**config.mk**
```make
export PLATFORM = sky130hd
export DESIGN_NAME = ccpvs_top
export DESIGN_NICKNAME = d
export VERILOG_FILES = /design/src/shared/ccpvs_pkg.sv /design/src/ccpvs_top.sv /design/src/ccpvs_trigger_select.sv
export SDC_FILE = /design/constraint.sdc
export NUM_CORES = 1
export LEC_CHECK = 0
export BUFFER_PORTS_ARGS = -buffer_cell sky130_fd_sc_hd__buf_2
export CAP_MARGIN = 40
export CORE_MARGIN = 3
export CORE_UTILIZATION = 54
export CTS_CLUSTER_DIAMETER = 100
export DETAILED_ROUTE_END_ITERATION = 10
export PLACE_DENSITY = 0.85
export SLEW_MARGIN = 20
export SYNTH_ARGS = -nofsm -noshare
export SYNTH_HDL_FRONTEND = slang
export SYNTH_SLANG_ARGS = --single-unit
```
**constraint.sdc**
```tcl
create_clock -name clk_in -period 8.1 [get_ports clk_in]
set_clock_uncertainty 0.2 [all_clocks]
set_input_delay 1.62 -clock clk_in [delete_from_list [all_inputs] [get_ports clk_in]]
set_output_delay 1.62 -clock clk_in [all_outputs]
set_load 0.02 [all_outputs]
```
**src/shared/ccpvs_pkg.sv**
```systemverilog
// Purpose: constants and types for the capture/compare/pwm value block
// Assumes: apb slave with 32-bit data, one word per register
// Notes:   offsets below are byte addresses
//
// Contract
// - trigger selector: 000 pin, 001/010 comparators, 011 pin change, 1xx cells
// - selector bits 7..3 unimplemented, always read as zero
// - capture loads low value byte from timer low byte
// - capture loads high value byte from timer high byte
// - compare matches low value byte against timer low byte
// - compare matches high value byte against timer high byte
// - pwm right aligned: low byte gives eight low duty bits
// - pwm right aligned: high byte bits 1:0 give top duty bits
// - pwm left aligned: high byte gives eight top duty bits
// - pwm left aligned: low byte bits 7:6 give low duty bits
// - mode field selects off, capture edges, compare, pwm
// - every mode except off sets event flag and converter trigger when selected
// - pwm duty value double buffered, taken at period end
// - pwm output cleared when 10-bit time base equals buffered duty
package ccpvs_pkg;

  // ------------------------------------------------------------
  // register map
  // ------------------------------------------------------------
  localparam logic [7:0] ccpvs_off_ctrl   = 8'h00;
  localparam logic [7:0] ccpvs_off_cap    = 8'h04;
  localparam logic [7:0] ccpvs_off_low    = 8'h08;
  localparam logic [7:0] ccpvs_off_high   = 8'h0c;
  localparam logic [7:0] ccpvs_off_status = 8'h10;
  localparam logic [7:0] ccpvs_off_mask   = 8'h14;

  localparam logic [7:0] ccpvs_ctrl_reset = 8'h00;
  localparam logic [7:0] ccpvs_cap_reset  = 8'h00;
  localparam logic [7:0] ccpvs_val_reset  = 8'h00;

  // ctrl layout: enable 7, out 5 (ro), fmt 4, mode 3:0
  localparam int ccpvs_ctrl_en  = 7;
  localparam int ccpvs_ctrl_out = 5;
  localparam int ccpvs_ctrl_fmt = 4;
  localparam logic [7:0] ccpvs_ctrl_wmask = 8'h9f;

  // status/mask layout
  localparam int ccpvs_st_event = 0;
  localparam int ccpvs_st_width = 1;

  // ------------------------------------------------------------
  // mode and trigger codes
  // ------------------------------------------------------------
  localparam logic [3:0] ccpvs_mode_off      = 4'h0;
  localparam logic [3:0] ccpvs_mode_cmp_tgcl = 4'h1;
  localparam logic [3:0] ccpvs_mode_cmp_tg   = 4'h2;
  localparam logic [3:0] ccpvs_mode_cap_any  = 4'h3;
  localparam logic [3:0] ccpvs_mode_cap_fall = 4'h4;
  localparam logic [3:0] ccpvs_mode_cap_rise = 4'h5;
  localparam logic [3:0] ccpvs_mode_cap_r4   = 4'h6;
  localparam logic [3:0] ccpvs_mode_cap_r16  = 4'h7;
  localparam logic [3:0] ccpvs_mode_cmp_set  = 4'h8;
  localparam logic [3:0] ccpvs_mode_cmp_clr  = 4'h9;
  localparam logic [3:0] ccpvs_mode_cmp_pls  = 4'ha;
  localparam logic [3:0] ccpvs_mode_cmp_plcl = 4'hb;
  localparam logic [3:0] ccpvs_mode_pwm      = 4'hf;

  localparam logic [3:0] ccpvs_presc_four    = 4'h3;
  localparam logic [3:0] ccpvs_presc_sixteen = 4'hf;

  typedef enum logic [1:0] {
    ccpvs_cls_off,
    ccpvs_cls_capture,
    ccpvs_cls_compare,
    ccpvs_cls_pwm
  } ccpvs_class_t;

  typedef struct packed {
    logic [7:0] high;
    logic [7:0] low;
  } ccpvs_word_t;

  typedef struct packed {
    logic       logic_cell_four_output;
    logic       logic_cell_three_output;
    logic       logic_cell_two_output;
    logic       logic_cell_one_output;
    logic       pin_change_event;
    logic       comparator_two_output;
    logic       comparator_one_output;
    logic       unit1_input_pin_route;
  } ccpvs_sources_t;

endpackage

```
**src/ccpvs_top.sv**
```systemverilog
// Purpose: one capture/compare/pwm unit value path with apb registers
// Assumes: timer and 10-bit time base come from same-clock logic
// Notes:   value bytes reset to zero though documented as unknown
//
// Decided for this implementation: the register addresses and the APB register port.
`timescale 1ns/1ps
module ccpvs_top
  import ccpvs_pkg::*;
(
  input  wire logic           clk_in,
  input  wire logic           reset_in,
  input  wire logic           psel_in,
  input  wire logic           penable_in,
  input  wire logic           pwrite_in,
  input  wire logic [7:0]     paddr_in,
  input  wire logic [31:0]    pwdata_in,
  input  wire logic [3:0]     pstrb_in,
  output logic [31:0]         prdata_out,
  output logic                pready_out,
  output logic                pslverr_out,
  input  wire ccpvs_word_t    timer_in,
  input  wire logic [9:0]     time_base_in,
  input  wire logic           period_end_in,
  input  wire ccpvs_sources_t sources_in,
  input  wire logic           converter_src_sel_in,
  output logic                unit_out,
  output logic                timer_clear_out,
  output logic                converter_trigger_out,
  output logic                irq_out
);

  // ------------------------------------------------------------
  // registers and state
  // ------------------------------------------------------------
  logic [7:0]  ctrl;
  logic [2:0]  capture_trigger_select;
  logic [7:0]  ccp_value_low;
  logic [7:0]  ccp_value_high;
  logic [9:0]  duty_buf;
  logic [ccpvs_st_width-1:0] status;
  logic [ccpvs_st_width-1:0] mask;
  logic        unit_q;
  logic        trig_q;
  logic        trig_now;
  logic [3:0]  presc;
  logic        match_q;
  logic        pulse_q;

  logic        wr;
  logic        rd_ok;
  logic [3:0]  mode;
  logic        enabled;
  logic        fmt;
  ccpvs_class_t cls;
  logic        edge_hit;
  logic        cap_event;
  logic        cmp_match;
  logic        cmp_event;
  logic        pwm_clear;
  logic        unit_event;
  logic [9:0]  next_duty;
  logic        valid_addr;

  assign mode    = ctrl[3:0];
  assign enabled = ctrl[ccpvs_ctrl_en];
  assign fmt     = ctrl[ccpvs_ctrl_fmt];

  // ------------------------------------------------------------
  // mode decode
  // ------------------------------------------------------------
  always_comb begin
    unique case (mode)
      ccpvs_mode_off: cls = ccpvs_cls_off;
      ccpvs_mode_cap_any, ccpvs_mode_cap_fall, ccpvs_mode_cap_rise,
      ccpvs_mode_cap_r4, ccpvs_mode_cap_r16:
        cls = ccpvs_cls_capture;
      ccpvs_mode_cmp_tgcl, ccpvs_mode_cmp_tg, ccpvs_mode_cmp_set,
      ccpvs_mode_cmp_clr, ccpvs_mode_cmp_pls, ccpvs_mode_cmp_plcl:
        cls = ccpvs_cls_compare;
      default: cls = ccpvs_cls_pwm; // 1100..1111 all pwm
    endcase
  end

  // ------------------------------------------------------------
  // trigger source
  // ------------------------------------------------------------
  ccpvs_trigger_select u_sel (
    .clk_in      (clk_in),
    .reset_in    (reset_in),
    .sources_in  (sources_in),
    .select_in   (capture_trigger_select),
    .trigger_out (trig_now)
  );

  always_ff @(posedge clk_in) begin
    if (reset_in)
      trig_q <= 1'b0;
    else
      trig_q <= trig_now;
  end

  // edge qualification per capture mode
  always_comb begin
    edge_hit = 1'b0;
    unique case (mode)
      ccpvs_mode_cap_any:  edge_hit = trig_now ^ trig_q;
      ccpvs_mode_cap_fall: edge_hit = trig_q & ~trig_now;
      default:             edge_hit = trig_now & ~trig_q;
    endcase
  end

  // prescaler for every 4th / 16th rising edge
  always_ff @(posedge clk_in) begin
    if (reset_in || !enabled || cls != ccpvs_cls_capture) begin
      presc <= 4'h0;
    end else if (edge_hit) begin
      presc <= presc + 4'h1;
      if ((mode == ccpvs_mode_cap_r4 && presc == ccpvs_presc_four) ||
          (mode == ccpvs_mode_cap_r16 && presc == ccpvs_presc_sixteen))
        presc <= 4'h0;
    end
  end

  always_comb begin
    cap_event = 1'b0;
    if (enabled && cls == ccpvs_cls_capture && edge_hit) begin
      unique case (mode)
        ccpvs_mode_cap_r4:  cap_event = (presc == ccpvs_presc_four);
        ccpvs_mode_cap_r16: cap_event = (presc == ccpvs_presc_sixteen);
        default:            cap_event = 1'b1;
      endcase
    end
  end

  // ------------------------------------------------------------
  // compare match
  // ------------------------------------------------------------
  assign cmp_match = (ccp_value_low == timer_in.low) &&
                     (ccp_value_high == timer_in.high);

  // event only on the first cycle of a match, timer may dwell
  always_ff @(posedge clk_in) begin
    if (reset_in)
      match_q <= 1'b0;
    else
      match_q <= cmp_match;
  end

  assign cmp_event = enabled && cls == ccpvs_cls_compare &&
                     cmp_match && !match_q;

  // ------------------------------------------------------------
  // pwm duty assembly and double buffer
  // ------------------------------------------------------------
  always_comb begin
    if (fmt)
      next_duty = {ccp_value_high, ccp_value_low[7:6]};
    else
      next_duty = {ccp_value_high[1:0], ccp_value_low};
  end

  always_ff @(posedge clk_in) begin
    if (reset_in)
      duty_buf <= 10'h000;
    else if (cls != ccpvs_cls_pwm || !enabled || period_end_in)
      duty_buf <= next_duty;
  end

  assign pwm_clear = enabled && cls == ccpvs_cls_pwm &&
                     time_base_in == duty_buf;

  assign unit_event = cap_event || cmp_event || pwm_clear;

  // ------------------------------------------------------------
  // unit output
  // ------------------------------------------------------------
  always_ff @(posedge clk_in) begin
    if (reset_in || !enabled || cls == ccpvs_cls_off) begin
      unit_q  <= 1'b0;
      pulse_q <= 1'b0;
    end else begin
      pulse_q <= 1'b0;
      if (cls == ccpvs_cls_pwm) begin
        if (pwm_clear)
          unit_q <= 1'b0;
        else if (period_end_in && duty_buf != 10'h000)
          unit_q <= 1'b1;
      end else if (cmp_event) begin
        unique case (mode)
          ccpvs_mode_cmp_set: unit_q <= 1'b1;
          ccpvs_mode_cmp_clr: unit_q <= 1'b0;
          ccpvs_mode_cmp_pls, ccpvs_mode_cmp_plcl: begin
            unit_q  <= 1'b1;
            pulse_q <= 1'b1;
          end
          default: unit_q <= ~unit_q;
        endcase
      end else if (pulse_q) begin
        unit_q <= 1'b0;
      end
    end
  end

  assign unit_out = unit_q;

  always_ff @(posedge clk_in) begin
    if (reset_in) begin
      timer_clear_out       <= 1'b0;
      converter_trigger_out <= 1'b0;
    end else begin
      timer_clear_out <= cmp_event && (mode == ccpvs_mode_cmp_tgcl ||
                                       mode == ccpvs_mode_cmp_plcl);
      converter_trigger_out <= unit_event && converter_src_sel_in;
    end
  end

  // ------------------------------------------------------------
  // apb slave, zero wait states
  // ------------------------------------------------------------
  assign wr = psel_in && penable_in && pwrite_in && pstrb_in[0];
  assign valid_addr = paddr_in == ccpvs_off_ctrl ||
                      paddr_in == ccpvs_off_cap ||
                      paddr_in == ccpvs_off_low ||
                      paddr_in == ccpvs_off_high ||
                      paddr_in == ccpvs_off_status ||
                      paddr_in == ccpvs_off_mask;
  assign rd_ok = valid_addr;
  assign pready_out  = 1'b1;
  assign pslverr_out = psel_in && penable_in && !rd_ok;

  always_ff @(posedge clk_in) begin
    if (reset_in) begin
      ctrl <= ccpvs_ctrl_reset;
    end else if (wr && paddr_in == ccpvs_off_ctrl) begin
      ctrl <= pwdata_in[7:0] & ccpvs_ctrl_wmask;
    end
  end

  always_ff @(posedge clk_in) begin
    if (reset_in)
      capture_trigger_select <= ccpvs_cap_reset[2:0];
    else if (wr && paddr_in == ccpvs_off_cap)
      capture_trigger_select <= pwdata_in[2:0];
  end

  // capture wins over a software write in the same cycle
  always_ff @(posedge clk_in) begin
    if (reset_in) begin
      ccp_value_low  <= ccpvs_val_reset;
      ccp_value_high <= ccpvs_val_reset;
    end else if (cap_event) begin
      ccp_value_low  <= timer_in.low;
      ccp_value_high <= timer_in.high;
    end else if (wr) begin
      if (paddr_in == ccpvs_off_low)
        ccp_value_low <= pwdata_in[7:0];
      if (paddr_in == ccpvs_off_high)
        ccp_value_high <= pwdata_in[7:0];
    end
  end

  // set wins over write-one-to-clear
  always_ff @(posedge clk_in) begin
    if (reset_in) begin
      status <= '0;
    end else begin
      if (wr && paddr_in == ccpvs_off_status)
        status[ccpvs_st_event] <= status[ccpvs_st_event] &
                                  ~pwdata_in[ccpvs_st_event];
      if (unit_event)
        status[ccpvs_st_event] <= 1'b1;
    end
  end

  always_ff @(posedge clk_in) begin
    if (reset_in)
      mask <= '0;
    else if (wr && paddr_in == ccpvs_off_mask)
      mask <= pwdata_in[ccpvs_st_width-1:0];
  end

  assign irq_out = |(status & mask);

  always_comb begin
    prdata_out = 32'h0000_0000;
    unique case (paddr_in)
      ccpvs_off_ctrl: begin
        prdata_out[7:0] = ctrl;
        prdata_out[ccpvs_ctrl_out] = unit_q;
      end
      ccpvs_off_cap:    prdata_out[2:0] = capture_trigger_select;
      ccpvs_off_low:    prdata_out[7:0] = ccp_value_low;
      ccpvs_off_high:   prdata_out[7:0] = ccp_value_high;
      ccpvs_off_status: prdata_out[ccpvs_st_width-1:0] = status;
      ccpvs_off_mask:   prdata_out[ccpvs_st_width-1:0] = mask;
      default:          prdata_out = 32'h0000_0000;
    endcase
  end

endmodule

```
**src/ccpvs_trigger_select.sv**
```systemverilog
// Purpose: synchronise trigger sources and pick one by selector code
// Assumes: sources are asynchronous to clk_in
// Notes:   output is the synchronised level, not an edge
`timescale 1ns/1ps
module ccpvs_trigger_select
  import ccpvs_pkg::*;
(
  input  wire logic           clk_in,
  input  wire logic           reset_in,
  input  wire ccpvs_sources_t sources_in,
  input  wire logic [2:0]     select_in,
  output logic                trigger_out
);

  logic [7:0] sync_a;
  logic [7:0] sync_b;

  // ------------------------------------------------------------
  // two-stage synchroniser per source
  // ------------------------------------------------------------
  genvar i;
  generate
    for (i = 0; i < 8; i++) begin : g_sync
      always_ff @(posedge clk_in) begin
        if (reset_in) begin
          sync_a[i] <= 1'b0;
          sync_b[i] <= 1'b0;
        end else begin
          sync_a[i] <= sources_in[i];
          sync_b[i] <= sync_a[i];
        end
      end
    end
  endgenerate

  // struct bit order matches selector codes 000..111
  always_comb begin
    trigger_out = sync_b[select_in];
  end

endmodule

```
==> results of run 1 <==
## Yosys cell counts (all sizes together)
master | instances | area share (%)
a2111o | 1 | 0.32
a2111oi | 1 | 0.42
a211oi | 29 | 6.2
a21oi | 13 | 1.8
a2bb2oi | 1 | 0.42
and2 | 2 | 0.35
and3 | 2 | 0.39
and3b | 2 | 0.50
and4 | 1 | 0.25
buf | 30 | 6.0
clkbuf | 19 | 2.0
conb | 2 | 0.21
dfxtp | 65 | 37
ha | 4 | 1.4
inv | 4 | 0.42
mux2 | 1 | 0.32
mux2i | 49 | 14
mux4 | 2 | 1.3
nand2 | 10 | 1.1
nand2b | 3 | 0.53
nand3 | 7 | 0.99
nand3b | 1 | 0.21
nand4 | 3 | 0.53
nand4b | 2 | 0.50
nor2 | 59 | 6.3
nor2b | 19 | 3.4
nor3 | 5 | 0.71
nor3b | 3 | 0.64
nor4 | 10 | 2.3
nor4b | 1 | 0.25
nor4bb | 1 | 0.28
o211ai | 1 | 0.21
o21ai | 8 | 1.1
o22ai | 2 | 0.35
or2 | 1 | 0.18
or3 | 3 | 0.53
or4 | 1 | 0.21
xor2 | 27 | 6.7
## logic make-up after synthesis
family          after synthesis  share of synthesized area (%)
other cells                   2                         0.2126
simple gates                136                          20.05
fa+ha+maj                     4                          1.417
buf+inv                      53                          8.431
flops                        65                          36.84
compound gates               56                          10.87
mux                          52                          15.48
xor+xnor                     27                          6.695
## metal layers
layer / global-route usage [%] / share of wire (%) / routed length [µm] / up-vias
met5: 0 / 0 / 0 / -
met2: 31.75 / 44 / 3397 / 149
met3: 4.730 / 8.9 / 685 / 16
met1: 29.80 / 45 / 3469 / 1342
met4: 11.47 / 2.1 / 159 / 0
li1: - / - / - / 1456
## report_power, final
group	leakage (nW)	total (mW)	internal, mW	switching [mW]
combinational	1.25	0.0515	0.0189	0.0326
sequential	0.527	0.324	0.323	0.000909
clock	0.110	0.314	0.176	0.138
## final cells by class
| type | instances | share of cell area, % |
|---|---|---|
| Clock inverter | 7 | 2.547 |
| Tap cell | 75 | 2.329 |
| Sequential cell | 65 | 32.30 |
| Multi-Input combinational cell | 300 | 50.12 |
| Timing Repair Buffer | 72 | 9.255 |
| Inverter | 4 | 0.3727 |
| Clock buffer | 9 | 3.075 |
## worst max path at each step
stage	end	cells after the start	slack, ps	startpoint
after floorplan	prdata_out[0]	4	3540	paddr_in[7]
after global routing	prdata_out[0]	6	3380	paddr_in[7]
after detailed placement	prdata_out[0]	6	3470	paddr_in[7]
after CTS	prdata_out[0]	6	3460	paddr_in[7]
final	prdata_out[0]	6	3440	paddr_in[7]
after global placement	prdata_out[0]	6	3470	paddr_in[7]
## flip-flops by register name, summed over array words and instances, names as in the netlist
register and cells:
u_sel.sync_b 8, match_q 1, trig_q 1, ccp_value_high 8, mask 1, ccp_value_low 8, unit_out 1, duty_buf 10
timer_clear_out 1, pulse_q 1, status 1, ctrl 6, converter_trigger_out 1, cls 2, presc 4, capture_trigger_select 3
u_sel.sync_a 8
## through the flow
step           util, %  hold slack [ps]  cells  power, mW  setup WS (ps)
2_1_floorplan        -            213.8    418     0.3709           3537
3_3_place_gp     61.78            219.6    515     0.3816           3466
3_5_place_dp     62.02            222.3    516     0.3827           3468
4_1_cts          65.71            240.2    532     0.6910           3457
5_1_grt          65.71            258.1    532     0.7113           3377
6_report         65.71            238.9    532     0.6893           3437
## worst reg2reg max path, stage by stage (launching register included)
cell and delay, ps:
dfxtp_1 420, mux4_2 520, mux2i_1 250, inv_1 70, ha_1 270, nor4b_1 50, a211oi_1 270, a2bb2oi_2 330
a2111o_1 440, buf_8 240, nor2_1 60, a211oi_1 200
==> run summary, run 1 <==
status: completed
site row count: 28
full die area: 0.007547 mm²
maximum root-to-sink buffer count: 2
final hold violations: 0
clock-pin slew on the worst setup and hold paths: 80 ps
DRT Wirelength: 7.710 mm
Total Routing Usage GR: 21.69%
Avg Vias per Cell: 5.570
Mapped Avg Cell Area: 8.942 µm²
setup_tns: 0 ps
Final Setup Violations: 0
area of the multi-input gates: 0.002019 mm²
Period Utilization, post-route: 57.56%
hold path start: u_sel.sync_a[7]
Post-Place Cell Area: 0.003802 mm²
ratio of cells with drive above 1 in the final layout: 21.44%
Worst R2R Path Depth: 11
Starting Density: 57.61%
synth unique cells: 42
Pins Over Slew Limit: 0
max capacitance violation total: 0
die height: 86.88 µm
sequential area share after synthesis: 36.84%
drt pass-1 iters: 4
HP Class: register to register
CP max FO: 5
TritonCTS clock tree: yes
IO Count: 123
post_cts resized: 0
root buf cell: clkbuf_8
Power Dens Cells: 171.1 mW/mm²
Min-Delay Endpoint: u_sel.sync_b[7]
max incr delay on CP: 360 ps
Reg2Reg Setup Slack: 4680 ps
hold_buf cts: 0
synthesized flop and latch total: 65
HPWL Detailed: 5.664 mm
reg2reg start: capture_trigger_select[0]
Worst setup EP type: output port
RSZ-0062 raised after global routing: false
number of global-route vias before repair: 2748
CP arrival: 2840 ps
area delta synth->final: 14.06%
IO buf count: 70
Worst EP required: 6280 ps
maximum VDD drop: 0.0001258 V
Mapped Area: 0.003532 mm²
CP Buf/Inv Count: 2
Initial DRC Count: 166
post-layout min period: 4663 ps
Post-Syn Instances: 395
total CTS buffers: 9
Detail Route Antenna Nets: 0
global route overflow: 0
Fmax achieved: 214.5 MHz
final net count: 541
most common cell after layout, fill and taps aside: buf_2
critical-path cell list: buf_2 -> nor3_1 -> nand2_1 -> or2_2 -> o21ai_0 -> buf_2
commonest cells after routing, fill and taps aside: 70 x buf_2, 65 x dfxtp_1, 59 x nor2_1
DR vias: 2963
yosys warns: 0
Design Area, Final: 0.004029 mm²
initial antenna violation count: 0
maximum level of the CTS H-tree: 3
largest net degree at the start of global routing: 66
worst skew pair latency: 350 ps
Hold Crit Depth: 1
fill count: 480
CP delay by family, top: simple AND/OR/NAND/NOR gates
Sink Count: 65
Remaining DRCs: 0
Worst slew margin: 52.19%
register area: 0.001301 mm²
Setup CP Type: primary input to output port
Core Region: 0.006131 mm²
first-pass GRT wire length: 12.90 mm
FF-to-FF End: ccp_value_high[6]
post-CTS setup buffers: 0
crit path launch type: primary input
n_diodes: 0
worst slew pin tran: 713.4 ps
gpl congestion: 0.8421
Die Wd: 86.88 µm
slowest CP cell: or2_2
Lkg Pwr: 1.883 nW
most frequent CP cell: buf_2
WL per Instance: 14.49 µm
Note: power is estimated with default switching activity, not from simulation.
==> run 2: changes to the inputs <==
- CORE_UTILIZATION: 54 -> 50
- PLACE_DENSITY: 0.85 -> 0.8
- clock period: 8.1 -> 4.85 ns (I/O delays scaled with it)
==> run summary, run 2 (synthesized netlist as in run 1, its figures left out) <==
status: completed
setup_tns: 0 ps
crit path launch type: register
CP arrival: 3450 ps
number of global-route vias before repair: 2744
max FFs per register: 10
hold path start: u_sel.sync_a[7]
Reg2Reg Setup Slack: 1450 ps
HP Class: register to register
WL per Instance: 13.89 µm
max incr delay on CP: 510 ps
critical-path cell list: mux4_2 -> mux2i_1 -> inv_1 -> ha_1 -> nor4b_1 -> a211oi_1 -> a2bb2oi_2 -> a2111o_1 -> buf_4 -> and3_2 -> nor3b_1
Total Routing Usage GR: 19.06%
register area: 0.001301 mm²
Worst R2R Path Depth: 11
RSZ-0062 raised after global routing: false
FF-to-FF End: converter_trigger_out
root buf cell: clkbuf_8
fin cells: 553
commonest cells after routing, fill and taps aside: 70 x buf_2, 65 x dfxtp_1, 59 x nor2_1
met2 wire length: 3.518 mm
Avg Vias per Cell: 5.344
Worst slew margin: 51.65%
site row count: 30
post_cts resized: 0
Final Setup Violations: 0
worst slew pin tran: 721.4 ps
IO buf count: 70
Detail Route Antenna Nets: 0
maximum VDD drop: 0.0001604 V
Die Wd: 90.05 µm
dpl ws: 1468 ps
Critical Path End: converter_trigger_out
routed metal-1 wirelength: 3.490 mm
slack of the critical path: 1453 ps
die height: 90.05 µm
full die area: 0.008109 mm²
IO Count: 123
DP Cell Count: 537
Starting Density: 51.70%
post-layout min period: 3397 ps
Worst setup EP type: register
CP max FO: 33
post-CTS setup buffers: 0
Sink Count: 65
Initial DRC Count: 87
met3 WL: 590 µm
Pins Over Slew Limit: 0
Worst EP required: 4900 ps
most common cell after layout, fill and taps aside: buf_2
worst skew pair latency: 330 ps
fill count: 640
Lkg Pwr: 1.868 nW
Setup CP Type: register to register
clock-pin slew on the worst setup and hold paths: 80 ps
reg2reg start: capture_trigger_select[0]
HPWL Detailed: 5.674 mm
first-pass GRT wire length: 12.88 mm
Core Region: 0.006832 mm²
total CTS buffers: 9
overall power: 1.092 mW
Hold Crit Depth: 1
drt pass-1 iters: 4
Power Dens Cells: 271.2 mW/mm²
TritonCTS clock tree: yes
Period Utilization, post-route: 70.04%
maximum root-to-sink buffer count: 2
maximum level of the CTS H-tree: 3
slowest CP cell: mux4_2
initial antenna violation count: 0
max capacitance violation total: 0
ratio of cells with drive above 1 in the final layout: 21.44%
Top Metal Used: met4
final hold violations: 0
hold slack: 243.8 ps
area of the multi-input gates: 0.002019 mm²
area delta synth->final: 13.99%
DR vias: 2955
gpl congestion: 0.8869
largest net degree at the start of global routing: 52
hold_buf cts: 0
Most flops, register: duty_buf
Fmax achieved: 294.4 MHz
n_diodes: 0
crit path from: capture_trigger_select[0]
DRT Wirelength: 7.682 mm
final net count: 541
global route overflow: 0
Remaining DRCs: 0
run 2: critical path, delay by kind of cell (launching register included):
| family | cells | cell delay, ps |
|---|---|---|
| flip-flops | 1 | 420 |
| AO/OA/AOI/OAI | 3 | 650 |
| adder cells (fa/ha/maj) | 1 | 270 |
| multiplexers | 2 | 750 |
| AND/OR/NAND/NOR | 3 | 700 |
| buffers and inverters | 2 | 330 |
run 2: layout make-up:
type,instances,area share (%)
repair buffers,72,9.074
clock buffers,10,3.418
multi-input cells,300,50.16
clock inverters,6,1.678
well taps,96,2.983
inverters,4,0.3729
flip-flops and latches,65,32.32
run 2: power by group:
group / internal [mW] / switching (mW) / total, mW
Combinational: 0.0316 / 0.0547 / 0.0863
Clock: 0.252 / 0.212 / 0.464
Sequential: 0.540 / 0.00151 / 0.541
run 2: routing by layer:
| layer | vias up | GRT usage, % |
|---|---|---|
| met5 | - | 0 |
| met4 | 0 | 5.740 |
| met3 | 8 | 4.603 |
| met2 | 129 | 29.62 |
| met1 | 1365 | 26.29 |
| li1 | 1453 | - |
run 2: how the worst min path moves through the flow:
stage,endpoint,slack [ps]
6_report,u_sel.sync_b[7],240
5_1_grt,u_sel.sync_b[4],260
4_1_cts,u_sel.sync_b[7],250
3_5_place_dp,u_sel.sync_b[0],220
3_3_place_gp,u_sel.sync_b[6],220
2_1_floorplan,u_sel.sync_b[0],210
run 2: stage by stage:
stage	utilization [%]	instance area, µm²
after floorplan	-	3618
after global placement	55.93	3821
after detailed placement	55.93	3821
after CTS	58.94	4026
after global routing	58.94	4026
final	58.94	4026
